[config.mk]
export PLATFORM = sky130hd
export DESIGN_NAME = scm_top
export DESIGN_NICKNAME = d
export VERILOG_FILES = /design/src/rtl/scm_pkg.sv /design/src/rtl/scm_gear_div.sv /design/src/rtl/scm_warmup.sv /design/src/rtl/scm_top.sv
export SDC_FILE = /design/constraint.sdc
export NUM_CORES = 1
export LEC_CHECK = 0
export ABC_AREA = 0
export BUFFER_PORTS_ARGS = -buffer_cell sky130_fd_sc_hd__clkbuf_2
export CAP_MARGIN = 40
export CORE_ASPECT_RATIO = 1.5
export CORE_UTILIZATION = 35
export CTS_BUF_LIST = sky130_fd_sc_hd__clkbuf_4 sky130_fd_sc_hd__clkbuf_8
export DETAILED_ROUTE_END_ITERATION = 8
export PLACE_DENSITY = 0.61
export SLEW_MARGIN = 20
export SYNTH_ARGS = -nofsm -noshare
export SYNTH_HDL_FRONTEND = slang
export SYNTH_SLANG_ARGS = --single-unit
[constraint.sdc]
create_clock -name CLK -period 2.5 [get_ports CLK]
set_input_delay 0.5 -clock CLK [delete_from_list [all_inputs] [get_ports CLK]]
set_output_delay 0.5 -clock CLK [all_outputs]
set_load 0.01 [all_outputs]
[src/rtl/scm_pkg.sv]
// Purpose: constants shared by the system clock mode configuration block
// Assumes: one core clock, registers reached over Avalon-MM at word index times four
// Notes:   one-hot operating mode enum and warm-up exponent decode live here
//
// How it works
// - source bit picks fast (0) or slow (1); gear 000..100 divides by 1..16
// - halt field 01 stop, 10 idle one, 11 idle two; resets to 11
// - in stop, pin-hold 0 turns pin drivers off, 1 keeps them
// - unimplemented register bits read back with no meaning; here zero
// - clock output select 0 drives slow clock, 1 drives core clock outside stop and low in stop
// - warm-up timer counts the periods chosen by the length field
// - gear divider acts only while the fast source is selected
package scm_pkg;
  // =====================================================================
  // register indices (byte address is four times the index)
  localparam int         ADDR_W       = 10;
  localparam logic [7:0] IDX_SRC_GEAR = 8'hE1;
  localparam logic [7:0] IDX_OUT_CFG  = 8'hE2;
  localparam logic [7:0] IDX_WUP_CTRL = 8'hE3;
  // =====================================================================
  // field positions
  localparam int SRC_SEL_BIT = 3;
  localparam int GEAR_LSB    = 0;
  localparam int OUT_SEL_BIT = 6;
  localparam int WUP_LSB     = 4;
  localparam int HALT_LSB    = 2;
  localparam int HOLD_BIT    = 0;
  localparam int WUP_GO_BIT  = 0;
  // =====================================================================
  // reset values
  localparam logic       SRC_RST     = 1'h0;
  localparam logic [2:0] GEAR_RST    = 3'h0;
  localparam logic       OUT_SEL_RST = 1'h0;
  localparam logic [1:0] WUP_RST     = 2'h2;
  localparam logic [1:0] HALT_RST    = 2'h3;
  localparam logic       HOLD_RST    = 1'h0;
  // =====================================================================
  // halt codes and gear limit
  localparam logic [1:0] HALT_STOP  = 2'h1;
  localparam logic [1:0] HALT_IDLE_MODE_ONE = 2'h2;
  localparam logic [1:0] HALT_IDLE_MODE_TWO = 2'h3;
  localparam logic [2:0] GEAR_MAX   = 3'h4;
  localparam int         SYNC_DEPTH = 3;
  localparam int         WUP_CNT_W  = 18;

  typedef enum logic [3:0] {
    MODE_RUN   = 4'h1,
    MODE_STOP  = 4'h2,
    MODE_IDLE_MODE_ONE = 4'h4,
    MODE_IDLE_MODE_TWO = 4'h8
  } scm_mode_t;

  // warm-up exponent per length code
  function automatic logic [4:0] scm_wup_exp(input logic [1:0] code);
    case (code)
      2'h0:    scm_wup_exp = 5'h12;
      2'h1:    scm_wup_exp = 5'h08;
      2'h2:    scm_wup_exp = 5'h0E;
      default: scm_wup_exp = 5'h10;
    endcase
  endfunction
endpackage

[src/rtl/scm_gear_div.sv]
// Purpose: divides fast oscillator ticks by 1, 2, 4, 8 or 16
// Assumes: fast_tick is a one-cycle pulse per fast oscillator period
// Notes:   reserved codes run at the slowest gear
module scm_gear_div (
  // clock and reset
  input  wire logic       clk,
  input  wire logic       rst_n,
  // control
  input  wire logic       fast_tick,
  input  wire logic [2:0] gear,
  // result
  output logic            gear_tick
);
  import scm_pkg::*;

  logic [3:0] cnt;
  logic [3:0] next_cnt;
  logic       next_tick;
  logic [2:0] gear_eff;
  logic [3:0] term;

  // reserved codes clamp to /16 so the core never runs faster than asked
  always_comb begin
    gear_eff  = (gear > GEAR_MAX) ? GEAR_MAX : gear;
    term      = 4'((5'h01 << gear_eff) - 5'h01);
    next_cnt  = cnt;
    next_tick = 1'b0;
    if (fast_tick) begin
      if (cnt >= term) begin
        next_cnt  = 4'h0;
        next_tick = 1'b1;
      end else begin
        next_cnt = cnt + 4'h1;
      end
    end
  end

  always_ff @(posedge clk or negedge rst_n) begin
    if (!rst_n) begin
      cnt       <= 4'h0;
      gear_tick <= 1'b0;
    end else begin
      cnt       <= next_cnt;
      gear_tick <= next_tick;
    end
  end
endmodule

[src/rtl/scm_warmup.sv]
// Purpose: warm-up timer counting oscillator periods before a clock switch
// Assumes: osc_tick pulses once per period of the oscillator being started
// Notes:   a start while busy restarts the count
module scm_warmup (
  // clock and reset
  input  wire logic       clk,
  input  wire logic       rst_n,
  // control
  input  wire logic       start,
  input  wire logic       osc_tick,
  input  wire logic [1:0] length_sel,
  // status
  output logic            busy
);
  import scm_pkg::*;

  logic [WUP_CNT_W-1:0] cnt;
  logic [WUP_CNT_W-1:0] next_cnt;
  logic [WUP_CNT_W-1:0] last;
  logic                 next_busy;

  // length sampled live; changing it mid-count shortens or stretches the wait
  always_comb begin
    last      = WUP_CNT_W'((19'h0_0001 << scm_wup_exp(length_sel)) - 19'h0_0001);
    next_cnt  = cnt;
    next_busy = busy;
    if (start) begin
      next_cnt  = '0;
      next_busy = 1'b1;
    end else if (busy && osc_tick) begin
      if (cnt == last) begin
        next_busy = 1'b0;
      end else begin
        next_cnt = cnt + WUP_CNT_W'(1);
      end
    end
  end

  always_ff @(posedge clk or negedge rst_n) begin
    if (!rst_n) begin
      cnt  <= '0;
      busy <= 1'b0;
    end else begin
      cnt  <= next_cnt;
      busy <= next_busy;
    end
  end
endmodule

[src/rtl/scm_top.sv]
// Purpose: clock source, gear, clock output, warm-up length and halt mode registers
// Assumes: oscillator levels arrive on pins; halt and wake pulses come from core logic
// Notes:   Avalon-MM slave answers every access after one wait cycle
module scm_top (
  // clock and reset
  input  wire logic                      CLK,
  input  wire logic                      RESET_N,
  // avalon-mm slave
  input  wire logic [scm_pkg::ADDR_W-1:0] ADDRESS,
  input  wire logic                      READ,
  input  wire logic                      WRITE,
  input  wire logic [31:0]               WRITEDATA,
  input  wire logic [3:0]                BYTEENABLE,
  output logic      [31:0]               READDATA,
  output logic                           WAITREQUEST,
  // oscillator pins
  input  wire logic                      FAST_OSC_IN,
  input  wire logic                      SLOW_OSC_IN,
  // core events
  input  wire logic                      HALT_EXEC,
  input  wire logic                      WAKE_EVENT,
  // clock and mode outputs
  output logic                           CORE_CLOCK,
  output logic                           CLOCK_OUTPUT_PIN,
  output logic                           STOP_ACTIVE,
  output logic                           IDLE_MODE_ONE_ACTIVE,
  output logic                           IDLE_MODE_TWO_ACTIVE,
  output logic                           PIN_DRIVE_OFF,
  output logic                           WARMUP_BUSY
);
  import scm_pkg::*;

  // =====================================================================
  // reset release
  logic rst_meta;
  logic rst_n;

  // async assert, two-stage release so the whole block leaves reset together
  always_ff @(posedge CLK or negedge RESET_N) begin
    if (!RESET_N) begin
      rst_meta <= 1'b0;
      rst_n    <= 1'b0;
    end else begin
      rst_meta <= 1'b1;
      rst_n    <= rst_meta;
    end
  end

  // =====================================================================
  // oscillator pin synchronisers
  logic [1:0] s1;
  logic [1:0] s2;
  logic [1:0] s3;
  logic [1:0] filt;
  logic [1:0] next_filt;
  logic [1:0] tick;
  logic       fast_tick;
  logic       slow_tick;
  logic       slow_level;

  // a level counts only once stages two and three agree; ticks on rising edges
  always_comb begin
    for (int i = 0; i < 2; i++) begin
      next_filt[i] = (s2[i] == s3[i]) ? s3[i] : filt[i];
      tick[i]      = next_filt[i] & ~filt[i];
    end
  end

  always_ff @(posedge CLK or negedge rst_n) begin
    if (!rst_n) begin
      s1   <= 2'h0;
      s2   <= 2'h0;
      s3   <= 2'h0;
      filt <= 2'h0;
    end else begin
      s1   <= {SLOW_OSC_IN, FAST_OSC_IN};
      s2   <= s1;
      s3   <= s2;
      filt <= next_filt;
    end
  end

  assign fast_tick  = tick[0];
  assign slow_tick  = tick[1];
  assign slow_level = filt[1];
  // =====================================================================
  // avalon-mm handshake
  logic [7:0]  idx;
  logic        req;
  logic        accept;
  logic        next_wait;
  logic [31:0] next_rdata;
  logic        wr_src;
  logic        wr_cfg;
  logic        wr_wup;

  // configuration state
  logic       src_sel;
  logic [2:0] gear;
  logic       out_sel;
  logic [1:0] wup_len;
  logic [1:0] halt_code;
  logic       pin_hold;
  logic       next_src_sel;
  logic [2:0] next_gear;
  logic       next_out_sel;
  logic [1:0] next_wup_len;
  logic [1:0] next_halt_code;
  logic       next_pin_hold;
  logic       wup_start;
  logic       wup_busy;

  assign idx    = ADDRESS[9:2];
  assign req    = READ | WRITE;
  // a request completes at the edge that sees waitrequest low
  assign accept = req & ~WAITREQUEST;
  assign wr_src = accept & WRITE & BYTEENABLE[0] & (idx == IDX_SRC_GEAR);
  assign wr_cfg = accept & WRITE & BYTEENABLE[0] & (idx == IDX_OUT_CFG);
  assign wr_wup = accept & WRITE & BYTEENABLE[0] & (idx == IDX_WUP_CTRL);

  // one wait cycle per access; unmapped reads give zero, writes are dropped
  always_comb begin
    next_wait  = ~(req & WAITREQUEST);
    next_rdata = READDATA;
    if (req && WAITREQUEST) begin
      next_rdata = 32'h0000_0000;
      case (idx)
        IDX_SRC_GEAR: begin
          next_rdata[SRC_SEL_BIT]          = src_sel;
          next_rdata[GEAR_LSB+2:GEAR_LSB]  = gear;
        end
        IDX_OUT_CFG: begin
          next_rdata[OUT_SEL_BIT]          = out_sel;
          next_rdata[WUP_LSB+1:WUP_LSB]    = wup_len;
          next_rdata[HALT_LSB+1:HALT_LSB]  = halt_code;
          next_rdata[HOLD_BIT]             = pin_hold;
        end
        IDX_WUP_CTRL: next_rdata[WUP_GO_BIT] = wup_busy;
        default:      next_rdata = 32'h0000_0000;
      endcase
    end
  end

  always_ff @(posedge CLK or negedge rst_n) begin
    if (!rst_n) begin
      WAITREQUEST <= 1'b1;
      READDATA    <= 32'h0000_0000;
    end else begin
      WAITREQUEST <= next_wait;
      READDATA    <= next_rdata;
    end
  end

  // =====================================================================
  // configuration registers
  always_comb begin
    next_src_sel   = src_sel;
    next_gear      = gear;
    next_out_sel   = out_sel;
    next_wup_len   = wup_len;
    next_halt_code = halt_code;
    next_pin_hold  = pin_hold;
    if (wr_src) begin
      next_src_sel = WRITEDATA[SRC_SEL_BIT];
      next_gear    = WRITEDATA[GEAR_LSB+2:GEAR_LSB];
    end
    if (wr_cfg) begin
      next_out_sel   = WRITEDATA[OUT_SEL_BIT];
      next_wup_len   = WRITEDATA[WUP_LSB+1:WUP_LSB];
      next_halt_code = WRITEDATA[HALT_LSB+1:HALT_LSB];
      next_pin_hold  = WRITEDATA[HOLD_BIT];
    end
  end

  always_ff @(posedge CLK or negedge rst_n) begin
    if (!rst_n) begin
      src_sel   <= SRC_RST;
      gear      <= GEAR_RST;
      out_sel   <= OUT_SEL_RST;
      wup_len   <= WUP_RST;
      halt_code <= HALT_RST;
      pin_hold  <= HOLD_RST;
    end else begin
      src_sel   <= next_src_sel;
      gear      <= next_gear;
      out_sel   <= next_out_sel;
      wup_len   <= next_wup_len;
      halt_code <= next_halt_code;
      pin_hold  <= next_pin_hold;
    end
  end

  // =====================================================================
  // warm-up timer on the oscillator about to be switched to
  logic wup_tick;

  assign wup_start = wr_wup & WRITEDATA[WUP_GO_BIT];
  assign wup_tick  = src_sel ? fast_tick : slow_tick;

  scm_warmup u_warmup (
    .clk        (CLK),
    .rst_n      (rst_n),
    .start      (wup_start),
    .osc_tick   (wup_tick),
    .length_sel (wup_len),
    .busy       (wup_busy)
  );

  assign WARMUP_BUSY = wup_busy;
  // =====================================================================
  // operating mode
  scm_mode_t mode;
  scm_mode_t next_mode;

  // register writes alone never move the mode; only halt and wake do
  always_comb begin
    next_mode = mode;
    case (mode)
      MODE_RUN: begin
        if (HALT_EXEC) begin
          case (halt_code)
            HALT_STOP:  next_mode = MODE_STOP;
            HALT_IDLE_MODE_ONE: next_mode = MODE_IDLE_MODE_ONE;
            HALT_IDLE_MODE_TWO: next_mode = MODE_IDLE_MODE_TWO;
            default:    next_mode = MODE_RUN;
          endcase
        end
      end
      MODE_STOP, MODE_IDLE_MODE_ONE, MODE_IDLE_MODE_TWO: begin
        if (WAKE_EVENT) next_mode = MODE_RUN;
      end
      default: next_mode = MODE_RUN;
    endcase
  end

  always_ff @(posedge CLK or negedge rst_n) begin
    if (!rst_n) begin
      mode <= MODE_RUN;
    end else begin
      mode <= next_mode;
    end
  end

  assign STOP_ACTIVE  = mode[1];
  assign IDLE_MODE_ONE_ACTIVE = mode[2];
  assign IDLE_MODE_TWO_ACTIVE = mode[3];
  // =====================================================================
  // core clock, clock output pin and pin drivers
  logic gear_tick;
  logic core_tick;
  logic next_core;
  logic next_clk_out;
  logic next_drive_off;

  scm_gear_div u_gear (
    .clk       (CLK),
    .rst_n     (rst_n),
    .fast_tick (fast_tick),
    .gear      (gear),
    .gear_tick (gear_tick)
  );

  // core level toggles per tick, so it runs at half the tick rate
  always_comb begin
    core_tick      = src_sel ? slow_tick : gear_tick;
    next_core      = (core_tick && !STOP_ACTIVE) ? ~CORE_CLOCK : CORE_CLOCK;
    next_clk_out   = out_sel ? (next_core & ~STOP_ACTIVE) : slow_level;
    next_drive_off = (next_mode == MODE_STOP) && !next_pin_hold;
  end

  always_ff @(posedge CLK or negedge rst_n) begin
    if (!rst_n) begin
      CORE_CLOCK       <= 1'b0;
      CLOCK_OUTPUT_PIN <= 1'b0;
      PIN_DRIVE_OFF    <= 1'b0;
    end else begin
      CORE_CLOCK       <= next_core;
      CLOCK_OUTPUT_PIN <= next_clk_out;
      PIN_DRIVE_OFF    <= next_drive_off;
    end
  end

  // =====================================================================
  // assertions
  property p_gear_write;
    @(posedge CLK) disable iff (!rst_n)
      wr_src |=> (gear == $past(WRITEDATA[2:0])) && (src_sel == $past(WRITEDATA[3]));
  endproperty
  a_gear_write: assert property (p_gear_write) else $error("gear or source not stored");
  property p_wup_len_write;
    @(posedge CLK) disable iff (!rst_n)
      wr_cfg |=> wup_len == $past(WRITEDATA[5:4]);
  endproperty
  a_wup_len_write: assert property (p_wup_len_write) else $error("warm-up length not stored");
  property p_halt_stop;
    @(posedge CLK) disable iff (!rst_n)
      (HALT_EXEC && mode == MODE_RUN && halt_code == HALT_STOP) |=> STOP_ACTIVE;
  endproperty
  a_halt_stop: assert property (p_halt_stop) else $error("halt did not enter stop");
  property p_pin_off;
    @(posedge CLK) disable iff (!rst_n)
      PIN_DRIVE_OFF |-> (STOP_ACTIVE && !pin_hold);
  endproperty
  a_pin_off: assert property (p_pin_off) else $error("pin drivers off outside stop");
  property p_reserved_zero;
    @(posedge CLK) disable iff (!rst_n)
      (READ && !WAITREQUEST && idx == IDX_SRC_GEAR) |-> READDATA[31:4] == 28'h000_0000;
  endproperty
  a_reserved_zero: assert property (p_reserved_zero) else $error("unused bits not zero");
  property p_clk_out_slow;
    @(posedge CLK) disable iff (!rst_n)
      (!out_sel && $past(!out_sel)) |-> CLOCK_OUTPUT_PIN == $past(slow_level);
  endproperty
  a_clk_out_slow: assert property (p_clk_out_slow) else $error("clock pin not slow clock");
  property p_wup_start;
    @(posedge CLK) disable iff (!rst_n)
      wup_start |=> WARMUP_BUSY [*2];
  endproperty
  a_wup_start: assert property (p_wup_start) else $error("warm-up did not start");
  property p_slow_core;
    @(posedge CLK) disable iff (!rst_n)
      ($past(src_sel) && $changed(CORE_CLOCK)) |-> $past(slow_tick);
  endproperty
  a_slow_core: assert property (p_slow_core) else $error("core clock not from slow source");
  property p_mode_hold;
    @(posedge CLK) disable iff (!rst_n)
      (!HALT_EXEC && !WAKE_EVENT) |=> $stable(mode);
  endproperty
  a_mode_hold: assert property (p_mode_hold) else $error("mode moved without halt");
  c_stop:  cover property (@(posedge CLK) disable iff (!rst_n) STOP_ACTIVE ##1 !STOP_ACTIVE);
  c_idle_mode_one: cover property (@(posedge CLK) disable iff (!rst_n) $rose(IDLE_MODE_ONE_ACTIVE));
  c_wup:   cover property (@(posedge CLK) disable iff (!rst_n) $fell(WARMUP_BUSY));
  c_read:  cover property (@(posedge CLK) disable iff (!rst_n) READ && !WAITREQUEST);
endmodule

==> impl_results.md <==
- Status: complete, no violations
- Clock Latency Late Sink: 0.36 ns
- Number of gates resized after CTS: 0
- Core Util, Final: 40.8%
- CP peak stage delay: 0.44 ns
- RR Startpoint: gear[2]
- WS Path Type: flop to flop
- Clock sink count: 59
- CP endpoint kind: flop
- HPWL Detailed: 4850 µm
- Area Growth Syn to Fin: 13.9%
- Hold_buf cts: 1
- Cells after Synth: 304
- Longest Clk Path Bufs: 2
- EDFF count, synth: 0
- Placed cells: 452
- Fin crit period: 2.25 ns
- Via Count: 2380
- R2r setup slk: 0.25 ns
- Crit path capture: u_gear.cnt[2]
- Final hold vios: 0
- CP arrival: 2.55 ns
- Placer congestion estimate: 0.784
- Crit path launch: gear[2]
- Crit start category: flop
- Max cap viols: 0
- Final setup TNS: 0 ns
- Post-synthesis cell area: 3140 µm²
- CP cell instances: or3_1, ha_1, nand2b_1, a21o_1, a21o_1, a2111oi_0, a221o_1
- FF-to-FF End: u_gear.cnt[2]
- Final net count: 416
- DR pass1 iterations: 4
- Seq/Total Area, Yosys: 47.2%
- PortBufs: 38
- Critical Path Fanout Max: 6
- Gr usage total: 14.9%
- Vias in the first global route: 2191
- Largest net degree at the start of global routing: 23
- Die W: 79.3 µm
- YS warnings: 0
- Clock root cell: clkbuf_8
- Top Ports: 94
- DR vias/cell: 5.07
- Slew margin rel.: 62.7%
- Reg2Reg Depth: 7
- Asr flop ratio synth: 100%
- CTS tree: built
- WL/cell: 13.8 µm
- Grt ovf: 0
- Pwr dens: 847 nW/µm²
- H-tree depth: 3
- Clk slew on worst S/H paths: 0.07 ns
- Initial antenna violation count: 0
- Die area: 9360 µm²
- Drt first-iter violations: 116
- CTS Buf Count: 9
- CP max-delay cell: dfrtp_1
- Diode count: 0
- Design Power: 3.03 mW
- Setup-failing EPs final: 0
- Final Skew: 0.0104 ns
- Final Cycle Share: 90.1%
- Static Leak: 1.64 nW
- Die height: 118 µm
- Starting Density: 35.8%
- Mapped Avg Cell Area: 10.3 µm²
- Max VDD drop: 0.453 mV
- Max-slew violations: 0
- Non-filler instance count after layout: 469
- Highest clock rate: 0.444 GHz
- FP Rows: 42
- Unrepaired setup endpoints after global routing: false
- Placeable Area: 8780 µm²
- Synthesis-stage register bit count: 59
- Fill count: 890
- Fraction of layout cells with a size suffix above 1: 25.6%
- Worst path required time: 2.79 ns
- # DRC: 0
- Cell mode on critical path: a21o_1
- Setup Buffers After CTS: 0
- Hold Crit Class: flop to async pin
- Antenna Nets Post-Route: 0
- Library cells used by synthesis: 60
- Routed WL: 6450 µm
- Worst Tran Pin Value: 0.558 ns
- Synth Flop Type: dfrtp_1
- Global-route wire length before repair: 10400 µm
[flip-flops by register name (all words and copies together), names as in the netlist, 2 cells and up]
signal        cells
halt_code         2
gear              3
u_warmup.cnt     18
wup_len           2
mode              4
s2                2
READDATA          7
s3                2
s1                2
filt              2
u_gear.cnt        4
[synthesized netlist by cell type (3+ instances only)]
cell | n | area [µm²]
or4_1 | 4 | 30.0
ha_1 | 8 | 100
inv_1 | 9 | 33.8
nand4_1 | 4 | 25.0
or3_1 | 6 | 37.5
and3_1 | 3 | 18.8
nand3b_1 | 4 | 30.0
mux2i_1 | 6 | 60.1
dfrtp_1 | 54 | 1350
nor2_1 | 9 | 33.8
a22oi_1 | 4 | 30.0
o31ai_1 | 7 | 52.6
nand2b_1 | 9 | 56.3
a21oi_1 | 13 | 65.1
dfstp_2 | 5 | 131
mux2_2 | 11 | 124
buf_4 | 25 | 188
nand3_1 | 12 | 60.1
a21o_1 | 3 | 22.5
nand2_1 | 32 | 120
nor3_1 | 7 | 35.0
o21ai_0 | 19 | 95.1
[worst max-delay path: cells and delay by family, from the launching register on]
kind	cells	cell delay [ns]
AO/OA/AOI/OAI	4	0.94
adder cells (fa/ha/maj)	1	0.27
flip-flops	1	0.44
AND/OR/NAND/NOR	2	0.54
[how the worst min path moves through the flow]
stage	start	end	slack [ns]	depth (start not counted)
detailed placement	rst_n	gear[1]	0.25	0
CTS	FAST_OSC_IN	s1[0]	0.24	1
finish	rst_n	u_warmup.cnt[17]	0.22	0
global placement	rst_n	gear[1]	0.24	0
floorplan	RESET_N	rst_meta	0.20	0
global route	FAST_OSC_IN	s1[0]	0.24	1
[cell usage in the layout, fill, tap and decap left out, types with 2 or more instances in the layout]
cell,n
mux2_2,11
o211ai_1,2
maj3_1,2
and3_1,3
nor3_2,2
nand4_1,4
clkbuf_2,38
nand3b_1,4
nand2_1,32
clkbuf_8,11
a21oi_1,13
nand3_1,12
mux2i_1,6
nor4_2,2
nor4_1,2
nor3_1,7
nand4b_1,2
xor2_1,2
clkbuf_4,3
ha_1,8
inv_1,9
dfrtp_1,53
a41oi_1,2
o31ai_1,7
or3_1,6
nor3b_1,2
a22oi_1,4
clkinv_2,2
a21o_1,3
or4_1,4
o21ai_0,19
buf_4,5
conb_1,26
dfstp_2,5
or2_1,2
nand2b_1,9
nor2_1,9
[stage by stage]
step | hold WS [ns] | cell area (µm²) | worst slack [ns]
finish | 0.224 | 3580 | 0.247
global route | 0.240 | 3580 | 0.164
CTS | 0.242 | 3580 | 0.242
detailed placement | 0.249 | 3380 | 0.261
global placement | 0.242 | 3380 | 0.320
floorplan | 0.204 | 3230 | 0.415
[routing by layer]
| layer | wire length (µm) | track usage (%) | vias up |
|---|---|---|---|
| met1 | 2670 | 16.5 | 1161 |
| met2 | 3360 | 25.1 | 58 |
| met3 | 267 | 4.81 | 13 |
| li1 | - | - | 1148 |
| met5 | 0 | 0 | - |
| met4 | 149 | 7.61 | 0 |
[layout make-up]
type	instances	area, µm²	area share, %
clock buffer	14	174	4.86
inverter	10	37.5	1.05
timing repair buffer	44	238	6.65
sequential	59	1480	41.5
clock inverter	2	10.0	0.280
multi-input combinational	230	1500	41.8
tap	110	138	3.85
[cells by family after synthesis]
kind of cell             after synthesis  synth area share [%]
multiplexers                          17                  5.86
flip-flops                            59                  47.2
XOR/XNOR                               2                 0.558
AND/OR/NAND/NOR                      114                  21.2
other                                  2                 0.239
buffers and inverters                 39                  7.97
adder cells (fa/ha/maj)               10                  3.83
AO/OA/AOI/OAI                         61                  13.1
[power breakdown]
| group | switching (mW) | internal, mW | leakage [nW] |
|---|---|---|---|
| combinational | 0.488 | 0.361 | 0.843 |
| clock | 0.368 | 0.444 | 0.101 |
| sequential | 0.229 | 1.14 | 0.700 |
| total | 1.09 | 1.94 | 1.64 |
Power figures use the tool's default switching activity.
